[src/include/pba_map.vh]
// constants for the front-panel button/address block: register offsets,
// field positions, reset values and timing figures.
// assumes a 20 MHz system clock; counts are derived in the modules.
`ifndef PBA_MAP_VH
`define PBA_MAP_VH

// ***************************************************************
// register offsets (byte addresses, one word each)
// ***************************************************************
`define PBA_REG_ADDR      8'h00
`define PBA_REG_STATUS    8'h04

// ***************************************************************
// status field positions
// ***************************************************************
`define PBA_ST_STATE_LSB  0
`define PBA_ST_LEDS_LSB   8
`define PBA_ST_EDIT_LSB   16

// ***************************************************************
// reset values and the largest decimal digit
// ***************************************************************
`define PBA_ADDR_RST      8'h02
`define PBA_NINE          4'h9

// ***************************************************************
// timing figures
// ***************************************************************
`define PBA_CLK_HZ        20000000
`define PBA_HOLD_CFG_MS   5000
`define PBA_HOLD_STEP_MS  2500
`define PBA_IDLE_MS       10000
`define PBA_DEB_MS        20
`define PBA_GAP_MS        400
`define PBA_BLINK_MS      250
`define PBA_ACT_MS        100
`define PBA_CYC_PER_MS    (`PBA_CLK_HZ / 1000)

`endif

[src/rtl/pba_debounce.v]
// two-flop synchroniser plus stability filter for one panel input.
// assumes the input is asynchronous to clk_sys_i and bounces briefly.
`timescale 1ns/10ps
`default_nettype none

module pba_debounce #(
   parameter integer CW      = 20,
   parameter integer DEB_CYC = 400000,
   parameter         RST_LVL = 1'b1
) (
   input  wire clk_sys_i,
   input  wire rst_i,
   input  wire pin_i,
   output wire level_o
);

   localparam [CW-1:0] DEB_LAST = DEB_CYC[CW-1:0] - 1'b1;

   reg          sync1_q;
   reg          sync2_q;
   reg          level_q;
   reg [CW-1:0] cnt_q;

   // first flop is read by the second only
   always @(posedge clk_sys_i)
   begin
      sync1_q <= pin_i;
      sync2_q <= sync1_q;
   end

   // accept a new level only once it has held for the whole window
   always @(posedge clk_sys_i)
   begin
      if (rst_i)
      begin
         level_q <= RST_LVL;
         cnt_q   <= {CW{1'b0}};
      end
      else if (sync2_q == level_q)
         cnt_q <= {CW{1'b0}};
      else if (cnt_q == DEB_LAST)
      begin
         level_q <= sync2_q;
         cnt_q   <= {CW{1'b0}};
      end
      else
         cnt_q <= cnt_q + 1'b1;
   end

   assign level_o = level_q;

endmodule // pba_debounce

`default_nettype wire

[src/rtl/pba_act_led.v]
// activity indicator: stretches short activity pulses and blinks the led.
// assumes act_i is a one-cycle pulse on clk_sys_i, blink_i a slow square.
`timescale 1ns/10ps
`default_nettype none

module pba_act_led #(
   parameter integer CW       = 22,
   parameter integer HOLD_CYC = 2000000
) (
   input  wire clk_sys_i,
   input  wire rst_i,
   input  wire act_i,
   input  wire blink_i,
   output wire led_o
);

   localparam [CW-1:0] HOLD_W = HOLD_CYC[CW-1:0];

   reg [CW-1:0] cnt_q;
   reg          led_q;

   // retrigger on each pulse so a busy link blinks without gaps
   always @(posedge clk_sys_i)
   begin
      if (rst_i)
      begin
         cnt_q <= {CW{1'b0}};
         led_q <= 1'b0;
      end
      else
      begin
         if (act_i)
            cnt_q <= HOLD_W;
         else if (cnt_q != {CW{1'b0}})
            cnt_q <= cnt_q - 1'b1;
         led_q <= (cnt_q != {CW{1'b0}}) & blink_i; // off when idle
      end
   end

   assign led_o = led_q;

endmodule // pba_act_led

`default_nettype wire

[src/rtl/pba_panel.v]
// front-panel logic: one button, a two-digit address display, four
// status leds and an ahb-lite register slave for the slave address.
// assumes one 20 MHz clock, synchronous reset, one ahb-lite master and
// activity/fault/usb inputs from logic on the same clock.
//
// Overview of operation
// - after reset show address, both digits steady
// - 5 s hold in normal starts blinking
// - click while blinking enters configuration mode
// - configuration mode lets serial ports transfer config
// - 2.5 s hold in configuration returns normal
// - usb transfer done returns to normal mode
// - double click edits, high digit blinks
// - each click increments the selected digit
// - 2.5 s hold moves editing to low digit
// - 2.5 s hold on low digit saves address
// - over 10 s idle discards edit
// - fieldbus activity led blinks during exchange
// - fieldbus fault led steady on failure
// - serial receive led blinks while receiving
// - serial transmit led blinks while sending
//
// The register offsets and the AHB-Lite register port were chosen for this implementation.
`timescale 1ns/10ps
`default_nettype none
`include "pba_map.vh"

module pba_panel #(
   parameter integer CW        = 28,
   parameter integer HOLD_CFG  = `PBA_HOLD_CFG_MS * `PBA_CYC_PER_MS,
   parameter integer HOLD_STEP = `PBA_HOLD_STEP_MS * `PBA_CYC_PER_MS,
   parameter integer IDLE_CYC  = `PBA_IDLE_MS * `PBA_CYC_PER_MS,
   parameter integer DEB_CYC   = `PBA_DEB_MS * `PBA_CYC_PER_MS,
   parameter integer GAP_CYC   = `PBA_GAP_MS * `PBA_CYC_PER_MS,
   parameter integer BLINK_CYC = `PBA_BLINK_MS * `PBA_CYC_PER_MS,
   parameter integer ACT_CYC   = `PBA_ACT_MS * `PBA_CYC_PER_MS
) (
   input  wire        clk_sys_i,
   input  wire        rst_i,
   input  wire        hsel_i,
   input  wire [31:0] haddr_i,
   input  wire [1:0]  htrans_i,
   input  wire        hwrite_i,
   input  wire [2:0]  hsize_i,
   input  wire [31:0] hwdata_i,
   input  wire        hready_i,
   output wire [31:0] hrdata_o,
   output wire        hreadyout_o,
   output wire        hresp_o,
   input  wire        button_n_i,
   input  wire        fb_active_i,
   input  wire        fb_fault_i,
   input  wire        rx_active_i,
   input  wire        tx_active_i,
   input  wire        usb_cfg_done_i,
   output wire [3:0]  digit_hi_o,
   output wire [3:0]  digit_lo_o,
   output wire        digit_hi_en_o,
   output wire        digit_lo_en_o,
   output wire [7:0]  slave_addr_o,
   output wire        cfg_mode_o,
   output wire        fieldbus_activity_led_o,
   output wire        fieldbus_fault_led_o,
   output wire        rx_led_o,
   output wire        tx_led_o
);

   // ***************************************************************
   // constants and state codes
   // ***************************************************************
   localparam [CW-1:0] HOLD_CFG_W  = HOLD_CFG[CW-1:0];
   localparam [CW-1:0] HOLD_STEP_W = HOLD_STEP[CW-1:0];
   localparam [CW-1:0] IDLE_W      = IDLE_CYC[CW-1:0];
   localparam [CW-1:0] GAP_W       = GAP_CYC[CW-1:0];
   localparam [CW-1:0] BLINK_W     = BLINK_CYC[CW-1:0];
   localparam [7:0]    ADDR_RST    = `PBA_ADDR_RST;

   localparam [4:0] ST_NORM  = 5'b00001;
   localparam [4:0] ST_ARMED = 5'b00010;
   localparam [4:0] ST_CFG   = 5'b00100;
   localparam [4:0] ST_EDHI  = 5'b01000;
   localparam [4:0] ST_EDLO  = 5'b10000;

   // decimal increment, nine wraps back to zero
   function [3:0] inc_dec;
      input [3:0] d;
      begin
         if (d >= `PBA_NINE)
            inc_dec = 4'h0;
         else
            inc_dec = d + 4'h1;
      end
   endfunction

   // both nibbles must be decimal digits
   function bcd_ok;
      input [7:0] v;
      begin
         bcd_ok = (v[7:4] <= `PBA_NINE) && (v[3:0] <= `PBA_NINE);
      end
   endfunction

   // ***************************************************************
   // declarations
   // ***************************************************************
   wire          btn_lvl_n;
   wire          btn_dn;
   wire          rel_edge;
   wire          short_rel;
   wire          hold_step;
   wire          hold_cfg;
   wire          idle_to;
   wire          ahb_go;
   wire [2:0]    act_in;
   wire [2:0]    act_led;
   reg           btn_prev_q;
   reg  [CW-1:0] hold_cnt_q;
   reg  [CW-1:0] gap_cnt_q;
   reg           pend_q;
   reg           single_q;
   reg           double_q;
   reg  [CW-1:0] idle_cnt_q;
   reg  [CW-1:0] blink_cnt_q;
   reg           blink_q;
   reg  [4:0]    state_q;
   reg  [7:0]    addr_q;
   reg  [7:0]    edit_q;
   reg           wr_pend_q;
   reg  [7:0]    wr_addr_q;
   reg  [31:0]   hrdata_q;
   reg  [31:0]   rd_val;
   reg  [3:0]    dig_hi_q;
   reg  [3:0]    dig_lo_q;
   reg           dig_hi_en_q;
   reg           dig_lo_en_q;
   reg           fault_led_q;

   // ***************************************************************
   // button conditioning and classification
   // ***************************************************************
   pba_debounce #(
      .CW      (CW),
      .DEB_CYC (DEB_CYC),
      .RST_LVL (1'b1)
   ) u_deb (
      .clk_sys_i (clk_sys_i),
      .rst_i     (rst_i),
      .pin_i     (button_n_i),
      .level_o   (btn_lvl_n)
   );

   assign btn_dn    = ~btn_lvl_n;
   assign rel_edge  = btn_prev_q & ~btn_dn;
   // a press shorter than the step hold counts as a click
   assign short_rel = rel_edge & (hold_cnt_q < HOLD_STEP_W);
   // hold events fire once, while the button is still down
   assign hold_step = btn_dn & (hold_cnt_q == HOLD_STEP_W - 1'b1);
   assign hold_cfg  = btn_dn & (hold_cnt_q == HOLD_CFG_W - 1'b1);

   // press length counter, saturates so a very long hold stays long
   always @(posedge clk_sys_i)
   begin
      if (rst_i)
      begin
         btn_prev_q <= 1'b0;
         hold_cnt_q <= {CW{1'b0}};
      end
      else
      begin
         btn_prev_q <= btn_dn;
         if (~btn_dn)
            hold_cnt_q <= {CW{1'b0}};
         else if (hold_cnt_q != HOLD_CFG_W)
            hold_cnt_q <= hold_cnt_q + 1'b1;
      end
   end

   // a click waits out the gap; a second click inside it is a double.
   // the wait delays single clicks by the gap, traded for one button.
   always @(posedge clk_sys_i)
   begin
      if (rst_i)
      begin
         pend_q    <= 1'b0;
         gap_cnt_q <= {CW{1'b0}};
         single_q  <= 1'b0;
         double_q  <= 1'b0;
      end
      else
      begin
         single_q <= 1'b0;
         double_q <= 1'b0;
         if (short_rel)
         begin
            pend_q    <= ~pend_q;
            double_q  <= pend_q;
            gap_cnt_q <= {CW{1'b0}};
         end
         else if (pend_q)
         begin
            if (gap_cnt_q == GAP_W - 1'b1)
            begin
               pend_q   <= 1'b0;
               single_q <= 1'b1;
            end
            else
               gap_cnt_q <= gap_cnt_q + 1'b1;
         end
      end
   end

   // ***************************************************************
   // inactivity timer and blink phase
   // ***************************************************************
   assign idle_to = (idle_cnt_q == IDLE_W);

   // any press restarts the timer; it only runs while editing or armed
   always @(posedge clk_sys_i)
   begin
      if (rst_i)
         idle_cnt_q <= {CW{1'b0}};
      else if (btn_dn | rel_edge | ~(state_q[1] | state_q[3] | state_q[4]))
         idle_cnt_q <= {CW{1'b0}};
      else if (~idle_to)
         idle_cnt_q <= idle_cnt_q + 1'b1;
   end

   // one shared phase keeps display and leds blinking in step
   always @(posedge clk_sys_i)
   begin
      if (rst_i)
      begin
         blink_cnt_q <= {CW{1'b0}};
         blink_q     <= 1'b1;
      end
      else if (blink_cnt_q == BLINK_W - 1'b1)
      begin
         blink_cnt_q <= {CW{1'b0}};
         blink_q     <= ~blink_q;
      end
      else
         blink_cnt_q <= blink_cnt_q + 1'b1;
   end

   // ***************************************************************
   // panel mode machine and address store
   // ***************************************************************
   always @(posedge clk_sys_i)
   begin
      if (rst_i)
      begin
         state_q <= ST_NORM;
         edit_q  <= `PBA_ADDR_RST;
      end
      else
      begin
         case (state_q)
            ST_NORM:
               if (hold_cfg)
                  state_q <= ST_ARMED;
               else if (double_q)
               begin
                  state_q <= ST_EDHI;
                  edit_q  <= addr_q;
               end
            ST_ARMED:
               if (single_q)
                  state_q <= ST_CFG;
               else if (idle_to | usb_cfg_done_i)
                  state_q <= ST_NORM;
            ST_CFG:
               if (hold_step)
                  state_q <= ST_NORM;
               else if (usb_cfg_done_i)
                  state_q <= ST_NORM;
            ST_EDHI:
               if (idle_to)
                  state_q <= ST_NORM;
               else if (hold_step)
                  state_q <= ST_EDLO;
               else if (short_rel)
                  edit_q[7:4] <= inc_dec(edit_q[7:4]);
            ST_EDLO:
               if (idle_to)
                  state_q <= ST_NORM;
               else if (hold_step)
                  state_q <= ST_NORM;
               else if (short_rel)
                  edit_q[3:0] <= inc_dec(edit_q[3:0]);
            default:
               state_q <= ST_NORM;
         endcase
      end
   end

   // saving from the panel wins over a bus write in the same cycle;
   // a bus value that is not two decimal digits is dropped
   always @(posedge clk_sys_i)
   begin
      if (rst_i)
         addr_q <= `PBA_ADDR_RST;
      else if (state_q == ST_EDLO && hold_step && !idle_to)
         addr_q <= edit_q;
      else if (wr_pend_q && wr_addr_q == `PBA_REG_ADDR &&
               bcd_ok(hwdata_i[7:0]))
         addr_q <= hwdata_i[7:0];
   end

   // ***************************************************************
   // display drive
   // ***************************************************************
   always @(posedge clk_sys_i)
   begin
      if (rst_i)
      begin
         dig_hi_q    <= ADDR_RST[7:4];
         dig_lo_q    <= ADDR_RST[3:0];
         dig_hi_en_q <= 1'b1;
         dig_lo_en_q <= 1'b1;
      end
      else
      begin
         dig_hi_q    <= addr_q[7:4];
         dig_lo_q    <= addr_q[3:0];
         dig_hi_en_q <= 1'b1;
         dig_lo_en_q <= 1'b1;
         case (state_q)
            ST_ARMED:
            begin
               dig_hi_en_q <= blink_q;
               dig_lo_en_q <= blink_q;
            end
            ST_EDHI:
            begin
               dig_hi_q    <= edit_q[7:4];
               dig_lo_q    <= edit_q[3:0];
               dig_hi_en_q <= blink_q;
            end
            ST_EDLO:
            begin
               dig_hi_q    <= edit_q[7:4];
               dig_lo_q    <= edit_q[3:0];
               dig_lo_en_q <= blink_q;
            end
            default:
               dig_hi_en_q <= 1'b1;
         endcase
      end
   end

   // ***************************************************************
   // status indicators
   // ***************************************************************
   assign act_in = {tx_active_i, rx_active_i, fb_active_i};

   // one stretcher per activity source
   genvar gi;
   generate
      for (gi = 0; gi < 3; gi = gi + 1)
      begin : g_act
         pba_act_led #(
            .CW       (CW),
            .HOLD_CYC (ACT_CYC)
         ) u_act (
            .clk_sys_i (clk_sys_i),
            .rst_i     (rst_i),
            .act_i     (act_in[gi]),
            .blink_i   (blink_q),
            .led_o     (act_led[gi])
         );
      end
   endgenerate

   // fault led is a steady copy of the fault level, no blinking
   always @(posedge clk_sys_i)
   begin
      if (rst_i)
         fault_led_q <= 1'b0;
      else
         fault_led_q <= fb_fault_i;
   end

   // ***************************************************************
   // ahb-lite slave, zero wait states
   // ***************************************************************
   assign ahb_go = hsel_i & htrans_i[1] & hready_i;

   // read value chosen in the address phase; low byte decode only
   always @*
   begin
      rd_val = 32'h0000_0000;
      case (haddr_i[7:0])
         `PBA_REG_ADDR:
            rd_val[7:0] = addr_q;
         `PBA_REG_STATUS:
         begin
            rd_val[`PBA_ST_STATE_LSB +: 5] = state_q;
            rd_val[`PBA_ST_LEDS_LSB +: 4]  = {act_led[2:1], fault_led_q,
                                              act_led[0]};
            rd_val[`PBA_ST_EDIT_LSB +: 8]  = edit_q;
         end
         default:
            rd_val = 32'h0000_0000;
      endcase
   end

   // hsize is not checked: only whole-word transfers are expected
   always @(posedge clk_sys_i)
   begin
      if (rst_i)
      begin
         wr_pend_q <= 1'b0;
         wr_addr_q <= 8'h00;
         hrdata_q  <= 32'h0000_0000;
      end
      else
      begin
         wr_pend_q <= ahb_go & hwrite_i;
         if (ahb_go)
            wr_addr_q <= haddr_i[7:0];
         if (ahb_go & ~hwrite_i)
            hrdata_q <= rd_val;
         else
            hrdata_q <= 32'h0000_0000;
      end
   end

   // ***************************************************************
   // outputs
   // ***************************************************************
   assign hrdata_o                = hrdata_q;
   assign hreadyout_o             = 1'b1;
   assign hresp_o                 = 1'b0;
   assign digit_hi_o              = dig_hi_q;
   assign digit_lo_o              = dig_lo_q;
   assign digit_hi_en_o           = dig_hi_en_q;
   assign digit_lo_en_o           = dig_lo_en_q;
   assign slave_addr_o            = addr_q;
   assign cfg_mode_o              = state_q[2];
   assign fieldbus_activity_led_o = act_led[0];
   assign fieldbus_fault_led_o    = fault_led_q;
   assign rx_led_o                = act_led[1];
   assign tx_led_o                = act_led[2];

endmodule // pba_panel

`default_nettype wire

[config.mk]
export PLATFORM = sky130hd
export DESIGN_NAME = pba_panel
export DESIGN_NICKNAME = d
export VERILOG_FILES = /design/src/rtl/pba_debounce.v /design/src/rtl/pba_act_led.v /design/src/rtl/pba_panel.v
export VERILOG_INCLUDE_DIRS = /design/src /design/src/include
export SDC_FILE = /design/constraint.sdc
export NUM_CORES = 1
export LEC_CHECK = 0
export BUFFER_PORTS_ARGS = -buffer_cell sky130_fd_sc_hd__buf_2
export CAP_MARGIN = 10
export CORE_MARGIN = 2
export CORE_UTILIZATION = 45
export CTS_CLUSTER_SIZE = 14
export DETAILED_ROUTE_END_ITERATION = 8
export PLACE_DENSITY = 0.71
export SYNTH_ARGS = -nofsm -noshare
export SYNTH_HDL_FRONTEND = slang
export SYNTH_HIERARCHICAL = 1
export SYNTH_SLANG_ARGS = --single-unit
[constraint.sdc]
create_clock -name clk_sys_i -period 4.5 [get_ports clk_sys_i]
set_input_delay 0.9 -clock clk_sys_i [delete_from_list [all_inputs] [get_ports clk_sys_i]]
set_output_delay 0.9 -clock clk_sys_i [all_outputs]
set_load 0.05 [all_outputs]
# [Yosys cells after proc, flatten, opt, wreduce, memory -nomap -nowiden]
# Index checks and enable logic that the tools add are counted.
[word_totals] register_bits=308 input_bits=80 output_inout_bits=57 word_cells=186
[op_classes] addsub=10 order_cmp=5 n_eq_ne=27 mux=38 n_bitwise=29 reduce_logical=40
[ops] operator="$add 28x1->28 const B" n=5
[ops] operator="$mux 21" n=6
[ops] operator="$reduce_bool 28->1" n=3
[ops] operator="$sub 28x1->28 const B" n=3
[ops] operator="$eq 28x23->1 const B" n=2
[ops] operator="$mux 5" n=10
[ops] operator="$mux 4" n=10
[ops] operator="$mux 8" n=4
[ops] operator="$eq 28x19->1 const B" n=1
[ops] operator="$eq 28x26->1 const B" n=1
[ops] operator="$eq 28x27->1 const B" n=1
[ops] operator="$eq 28x28->1 const B" n=1
[ops] operator="$lt 28x26->1 const B" n=1
[ops] operator="$ne 28x27->1 const B" n=1
[ops] operator="$reduce_or 2->1" n=14
[ops] operator="$pmux 5 s5" n=1
[ops] operator="$logic_not 8->1" n=2
[ops] operator="$ne 2x2->1 const B" n=8
[ops] operator="$pmux 4 s2" n=2
[ops] operator="$ne 3x3->1 const B" n=5
[ops] operator="$not 1->1" n=13
[ops] operator="$reduce_and 6->1" n=2
[ops] operator="$reduce_bool 2->1" n=6
[ops] operator="$reduce_or 3->1" n=4
[ops] operator="18 further kinds" n=43

# [Logic depth before layout (Yosys ltp)]
[depth] ltp_word=6 mapped_depth=9 mapped_depth_nobuf=8

# [Modules after synthesis]
# The synthesis kept the hierarchy.
[by_module_without_submodules] mod="pba_panel" n_inst=1 cells_each=908 area_each_um2=7963.9 seq_area_each_um2=3563.4
[by_module_without_submodules] mod="pba_act_led" n_inst=3 cells_each=197 area_each_um2=1716.6 seq_area_each_um2=580.6
[by_module_without_submodules] mod="pba_debounce" n_inst=1 cells_each=157 area_each_um2=1421.4 seq_area_each_um2=620.6

# [Worst setup path after synthesis]
# Ideal clock, no wire load.
[synth_path] path_type="input port to flip-flop" startpoint="in hwdata_i[2]" endpoint="reg addr_q[1] (netlist: slave_addr_o[1])" setup_ns=0.123 t_arrival_ns=2.182 required_time_ns=4.377 setup_slack_ns=2.194 path_stages=6 n_path_buf=0 path_cell_list="o21ai_0 nand3_1 nor4_4 mux2i_1 mux2i_1 or2_2"
[synth_via] elab_chain_len=4
[synth_rtl] element="from (decl)" line_no="pba_panel.v:45" text="input wire [31:0] hwdata_i,"
[synth_rtl] element="$le 4x4->1 (no line)"
[synth_rtl] element="$logic_and 1x1->1" line_no="pba_panel.v:99" text="bcd_ok = (v[7:4] <= `PBA_NINE) && (v[3:0] <= `PBA_NINE);"
[synth_rtl] element="$logic_and 1x1->1" line_no="pba_panel.v:304" text="else if (wr_pend_q && wr_addr_q == `PBA_REG_ADDR &&"
[synth_rtl] element="$reduce_bool 2->1 (no line)"
[synth_rtl] element="to (signal assigned)" line_no="pba_panel.v:301" text="addr_q <= `PBA_ADDR_RST;"
[synth_rtl] element="to (signal assigned)" line_no="pba_panel.v:303" text="addr_q <= edit_q;"
[synth_rtl] element="to (signal assigned)" line_no="pba_panel.v:306" text="addr_q <= hwdata_i[7:0];"
[synth_rtl] element="to (decl)" line_no="pba_panel.v:126" text="reg [7:0] addr_q;"
# Every way passes these cells.
# A chain may end at the register's enable or synchronous reset.

# [Worst setup path in the final report]
[layout_path] startpoint="reg hold_cnt_q[0]" endpoint="reg addr_q[1] (netlist: slave_addr_o[1])"
[layout_via] elab_chain_len=5 word_cells_on_any_way=6 cone_classes="eq/ne (1); mux (1); bitwise (1); reduce/logical (3)"
[layout_rtl] element="from (decl)" line_no="pba_panel.v:117" text="reg [CW-1:0] hold_cnt_q;"
[layout_rtl] element="from (signal assigned)" line_no="pba_panel.v:166" text="hold_cnt_q <= {CW{1'b0}};"
[layout_rtl] element="from (signal assigned)" line_no="pba_panel.v:172" text="hold_cnt_q <= {CW{1'b0}};"
[layout_rtl] element="from (signal assigned)" line_no="pba_panel.v:174" text="hold_cnt_q <= hold_cnt_q + 1'b1;"
[layout_rtl] element="$eq 28x26->1 (*)" line_no="pba_panel.v:157" text="assign hold_step = btn_dn & (hold_cnt_q == HOLD_STEP_W - 1'b1);"
[layout_rtl] element="$and 1x1->1 (*)" line_no="pba_panel.v:157"
[layout_rtl] element="$logic_and 1x1->1 (*) (2 in series)" line_no="pba_panel.v:302" text="else if (state_q == ST_EDLO && hold_step && !idle_to)"
[layout_rtl] element="$mux 8 / $reduce_bool 2->1 (equally long branches)"
# Mark *: on every way between the ends. The rest lies on a longest branch, timed or not.

==> key figures <==
Yosys
  • Average size of a mapped cell: 8.777 µm²
  • Syn Inst Count: between 1500 and 2000
  • FFs w/ async S/R, synth: 0
  • Synth Warn #: 6
  • Cell variety after synth: around 80
  • Yosys reg bits: around 300
  • Synthesized cell area: approximately 15000 µm²
  • EDFF count, synth: 0
  • Sequential area share after synthesis: 0.4077
  • Ys flop type: dfxtp_1

Routing
  • Via/cell ratio: about 5.7
  • Routed len/inst: 14.71 µm
  • Routed WL: about 31000 µm
  • DRC violations left: 0
  • Initial DRT Pass Iterations: 5
  • Antenna-violating nets left: 0
  • Vias: between 10000 and 15000
  • DRT iter0 DRCs: between 600 and 700

CTS
  • CTS clk-pin slew, worst paths: 0.06 ns
  • CTS H-tree lvls: 1
  • Cts-stage hold buffer count: 0
  • Clk root buf: clkbuf_16
  • Post_cts resized: 0
  • Post-CTS Setup Inserts: 0
  • Worst-skew pair later-pin latency: ~0.57 ns
  • CTS tree: yes
  • Clk sinks: roughly 300
  • Num CTS Buffers: 31
  • Clk buf depth: 3

Worst setup path
  • Critical-path cell list: ha_1, nand2_1, nand4bb_1, nor3_1, nand2_1, mux2i_1, or2_2
  • Setup crit end kind: flip-flop
  • Critical path arrival: around 3 ns
  • Critical Path Start Type: flip-flop
  • CP max-delay cell: nor3_1
  • Setup CP Type: flip-flop to flip-flop
  • Crit path largest cell delay: ~0.47 ns
  • Crit path required time: between 4 and 5 ns
  • Crit Path Max Fanout: 15
  • CP dominant cell by count: nand2_1

Global route
  • First-pass GRT wire length: ~53000 µm
  • Met1 Usage GRT: 0.2446
  • Remaining Overflow, GRT: 0
  • GRT met2 Usage: 0.3094
  • Vias in the first global route: roughly 11000
  • Met3 Usage GRT: 0.02555
  • Initial antenna violation count: 1
  • Largest net degree at the start of global routing: 50
  • GRT Max-Usage Layer: met2
  • GRT Total Usage: 0.1829

Floorplanning
  • Die Ht: 183.7 µm
  • Core Rows: 65
  • Die W: between 150 and 200 µm
  • Core area: ~32000 µm²
  • Die ar.: roughly 34000 µm²
  • Ports: between 100 and 150
  • Initial Utilization: 0.4583

Timing
  • Count of pins over their slew limit: 0
  • Tightest Pin Transition: around 1.1 ns
  • Clock period minus worst slack: about 2.6 ns
  • Fmax: approximately 390 MHz
  • Setup Skew: 0.02859 ns
  • Final hold violations: 0
  • Fin crit share: 0.5708
  • Setup violations, final: 0
  • Hold slack: ~0.33 ns
  • RSZ-0062 raised after global routing: no
  • Max-slew headroom: 0.2743
  • Setup TNS: 0 ns

Pwr
  • PD cells: about 380 nW/µm²
  • Leak pwr: ~5.6 nW
  • Maximum VDD drop: ~0.30 mV

Status
  • Status: complete, no violations

Final layout
  • Area growth syn-to-layout: 11.31%
  • Share of layout cells above drive strength 1: 0.1116
  • Filler cell count: around 2900
  • Nets@finish: approximately 1800

Place
  • Final HPWL DP: 21070 µm
  • # port buffers: 70
  • RePlAce Congestion: between 0.8 and 0.9

Flow run
  • Max-Cap Viols: 0

Min path
  • Class of the worst hold path: flip-flop to flip-flop
sequential cells by signal (all words and copies together), names as in the netlist, 3 cells and up:
signal             count
wr_addr_q              8
edit_q                 8
u_deb/cnt_q           28
blink_cnt_q           28
slave_addr_o           8
idle_cnt_q            28
g_act.u_act/led_o      3
digit_lo_o             4
hrdata_o              20
hold_cnt_q            28
gap_cnt_q             28
digit_hi_o             4
state_q                5
g_act.u_act/cnt_q     84
metrics by stage:
stage	setup WS [ns]	utilization	power (W)	instances	cell area, µm²
2_1_floorplan	2.194	-	0.003386	1668	14580
3_3_place_gp	1.782	0.4748	0.003486	2066	15060
3_5_place_dp	1.705	0.4748	0.003501	2066	15060
4_1_cts	1.949	0.5100	0.006283	2122	16180
5_1_grt	1.720	0.5100	0.006486	2122	16180
6_report	1.931	0.5101	0.006228	2123	16180
cells by family (layout without fill, tap and decap cells):
family	after synthesis	count (layout)	share of synthesized area
adder cells (fa/ha/maj)	19	19	0.01636
AO/OA/AOI/OAI	200	200	0.09908
buffers and inverters	119	171	0.03874
XOR/XNOR	112	112	0.06749
AND/OR/NAND/NOR	837	837	0.3213
other	2	15	0.0005167
multiplexers	71	71	0.04889
flip-flops	296	296	0.4077
path summary, 6_finish.rpt:
kind | start | endpoint | slack, ns | cells after the start
worst max register to register | hold_cnt_q[0]$_SDFFE_PP0P_ | slave_addr_o[1]$_SDFFE_PP1P_ | 1.93 | 7
worst min register to register | u_deb/sync1_q$_DFF_P_ | u_deb/sync2_q$_DFF_P_ | 0.33 | 0
worst min-delay path | u_deb/sync1_q$_DFF_P_ | u_deb/sync2_q$_DFF_P_ | 0.33 | 0
worst max-delay path | hold_cnt_q[0]$_SDFFE_PP0P_ | slave_addr_o[1]$_SDFFE_PP1P_ | 1.93 | 7
cells in the final DEF (no fill, tap or decap), types with 7 or more instances in the layout:
cell and instances:
buf_2 69, nor4b_1 19, ha_1 19, nor2_1 204
and3_1 26, or3_1 84, clkbuf_16 31, bufinv_16 7
nor3_1 53, a211oi_1 27, or2_2 10, a31oi_1 12
nor2b_1 8, a21oi_1 60, inv_1 40, nand3_1 63
o31ai_1 15, nor4_4 9, and2_1 13, nand4_1 38
or4_1 29, conb_1 14, xor2_1 69, nor4_1 34
xnor2_1 43, dfxtp_1 296, a2111oi_2 7, nand2_1 160
nor3b_1 11, and4_1 17, mux2i_1 71, o21ai_0 30
report_power, final:
| part | leakage (nW) | switching (W) | internal (W) |
|---|---|---|---|
| registers | 2.40 | 0.0000803 | 0.00269 |
| logic | 2.68 | 0.000431 | 0.000252 |
| clock network | 0.541 | 0.00105 | 0.00173 |
| total | 5.63 | 0.00156 | 0.00467 |
worst max-delay path: cells and delay by family (launching register included):
family                   cells  cell delay, ns
AND/OR/NAND/NOR              5            1.53
flip-flops                   1            0.44
adder cells (fa/ha/maj)      1            0.27
multiplexers                 1            0.21
synth_stat cells (all sizes together), types with 5 or more instances:
cell type  count  area share
a211oi        27       0.014
and2          15      0.0067
nand3         63       0.022
and4          17       0.010
nor3          54       0.019
a211o          5      0.0032
a21oi         63       0.023
or4           30       0.016
nand4         41       0.019
a2111oi        8      0.0078
nor4b         22       0.015
nand2b         5      0.0022
nor2b          8      0.0034
a311oi         6      0.0036
or3           89       0.040
clkbuf        42       0.011
xor2          69       0.042
ha            19       0.016
o31ai         16      0.0092
nor3b         13      0.0074
and3          26       0.011
a31oi         14      0.0075
inv           40       0.010
or2           15      0.0065
xnor2         43       0.026
o41ai          5      0.0035
nor4          45       0.030
dfxtp        296        0.41
nand4b         5      0.0030
o21ai         32       0.011
mux2i         71       0.049
buf           37       0.018
nor2         205       0.053
nand2        161       0.042
cell type report:
| class | instances | area, µm² | share of cell area |
|---|---|---|---|
| timing repair buffer | 75 | 390.4 | 0.02413 |
| inverter | 40 | 150.1 | 0.009280 |
| tap | 402 | 503.0 | 0.03109 |
| multi-input combinational | 1253 | 8092 | 0.5001 |
| clock buffer | 41 | 853.3 | 0.05274 |
| clock inverter | 15 | 262.8 | 0.01624 |
| antenna | 1 | 2.502 | 0.0001547 |
| sequential | 296 | 5926 | 0.3663 |
metal layers:
layer,routed length [µm],vias to the layer above
met3,1117,52
met4,665,0
li1,-,6037
met1,14820,5735
met2,14620,188
met5,0,-
No activity file was read; power rests on OpenSTA's default activity.
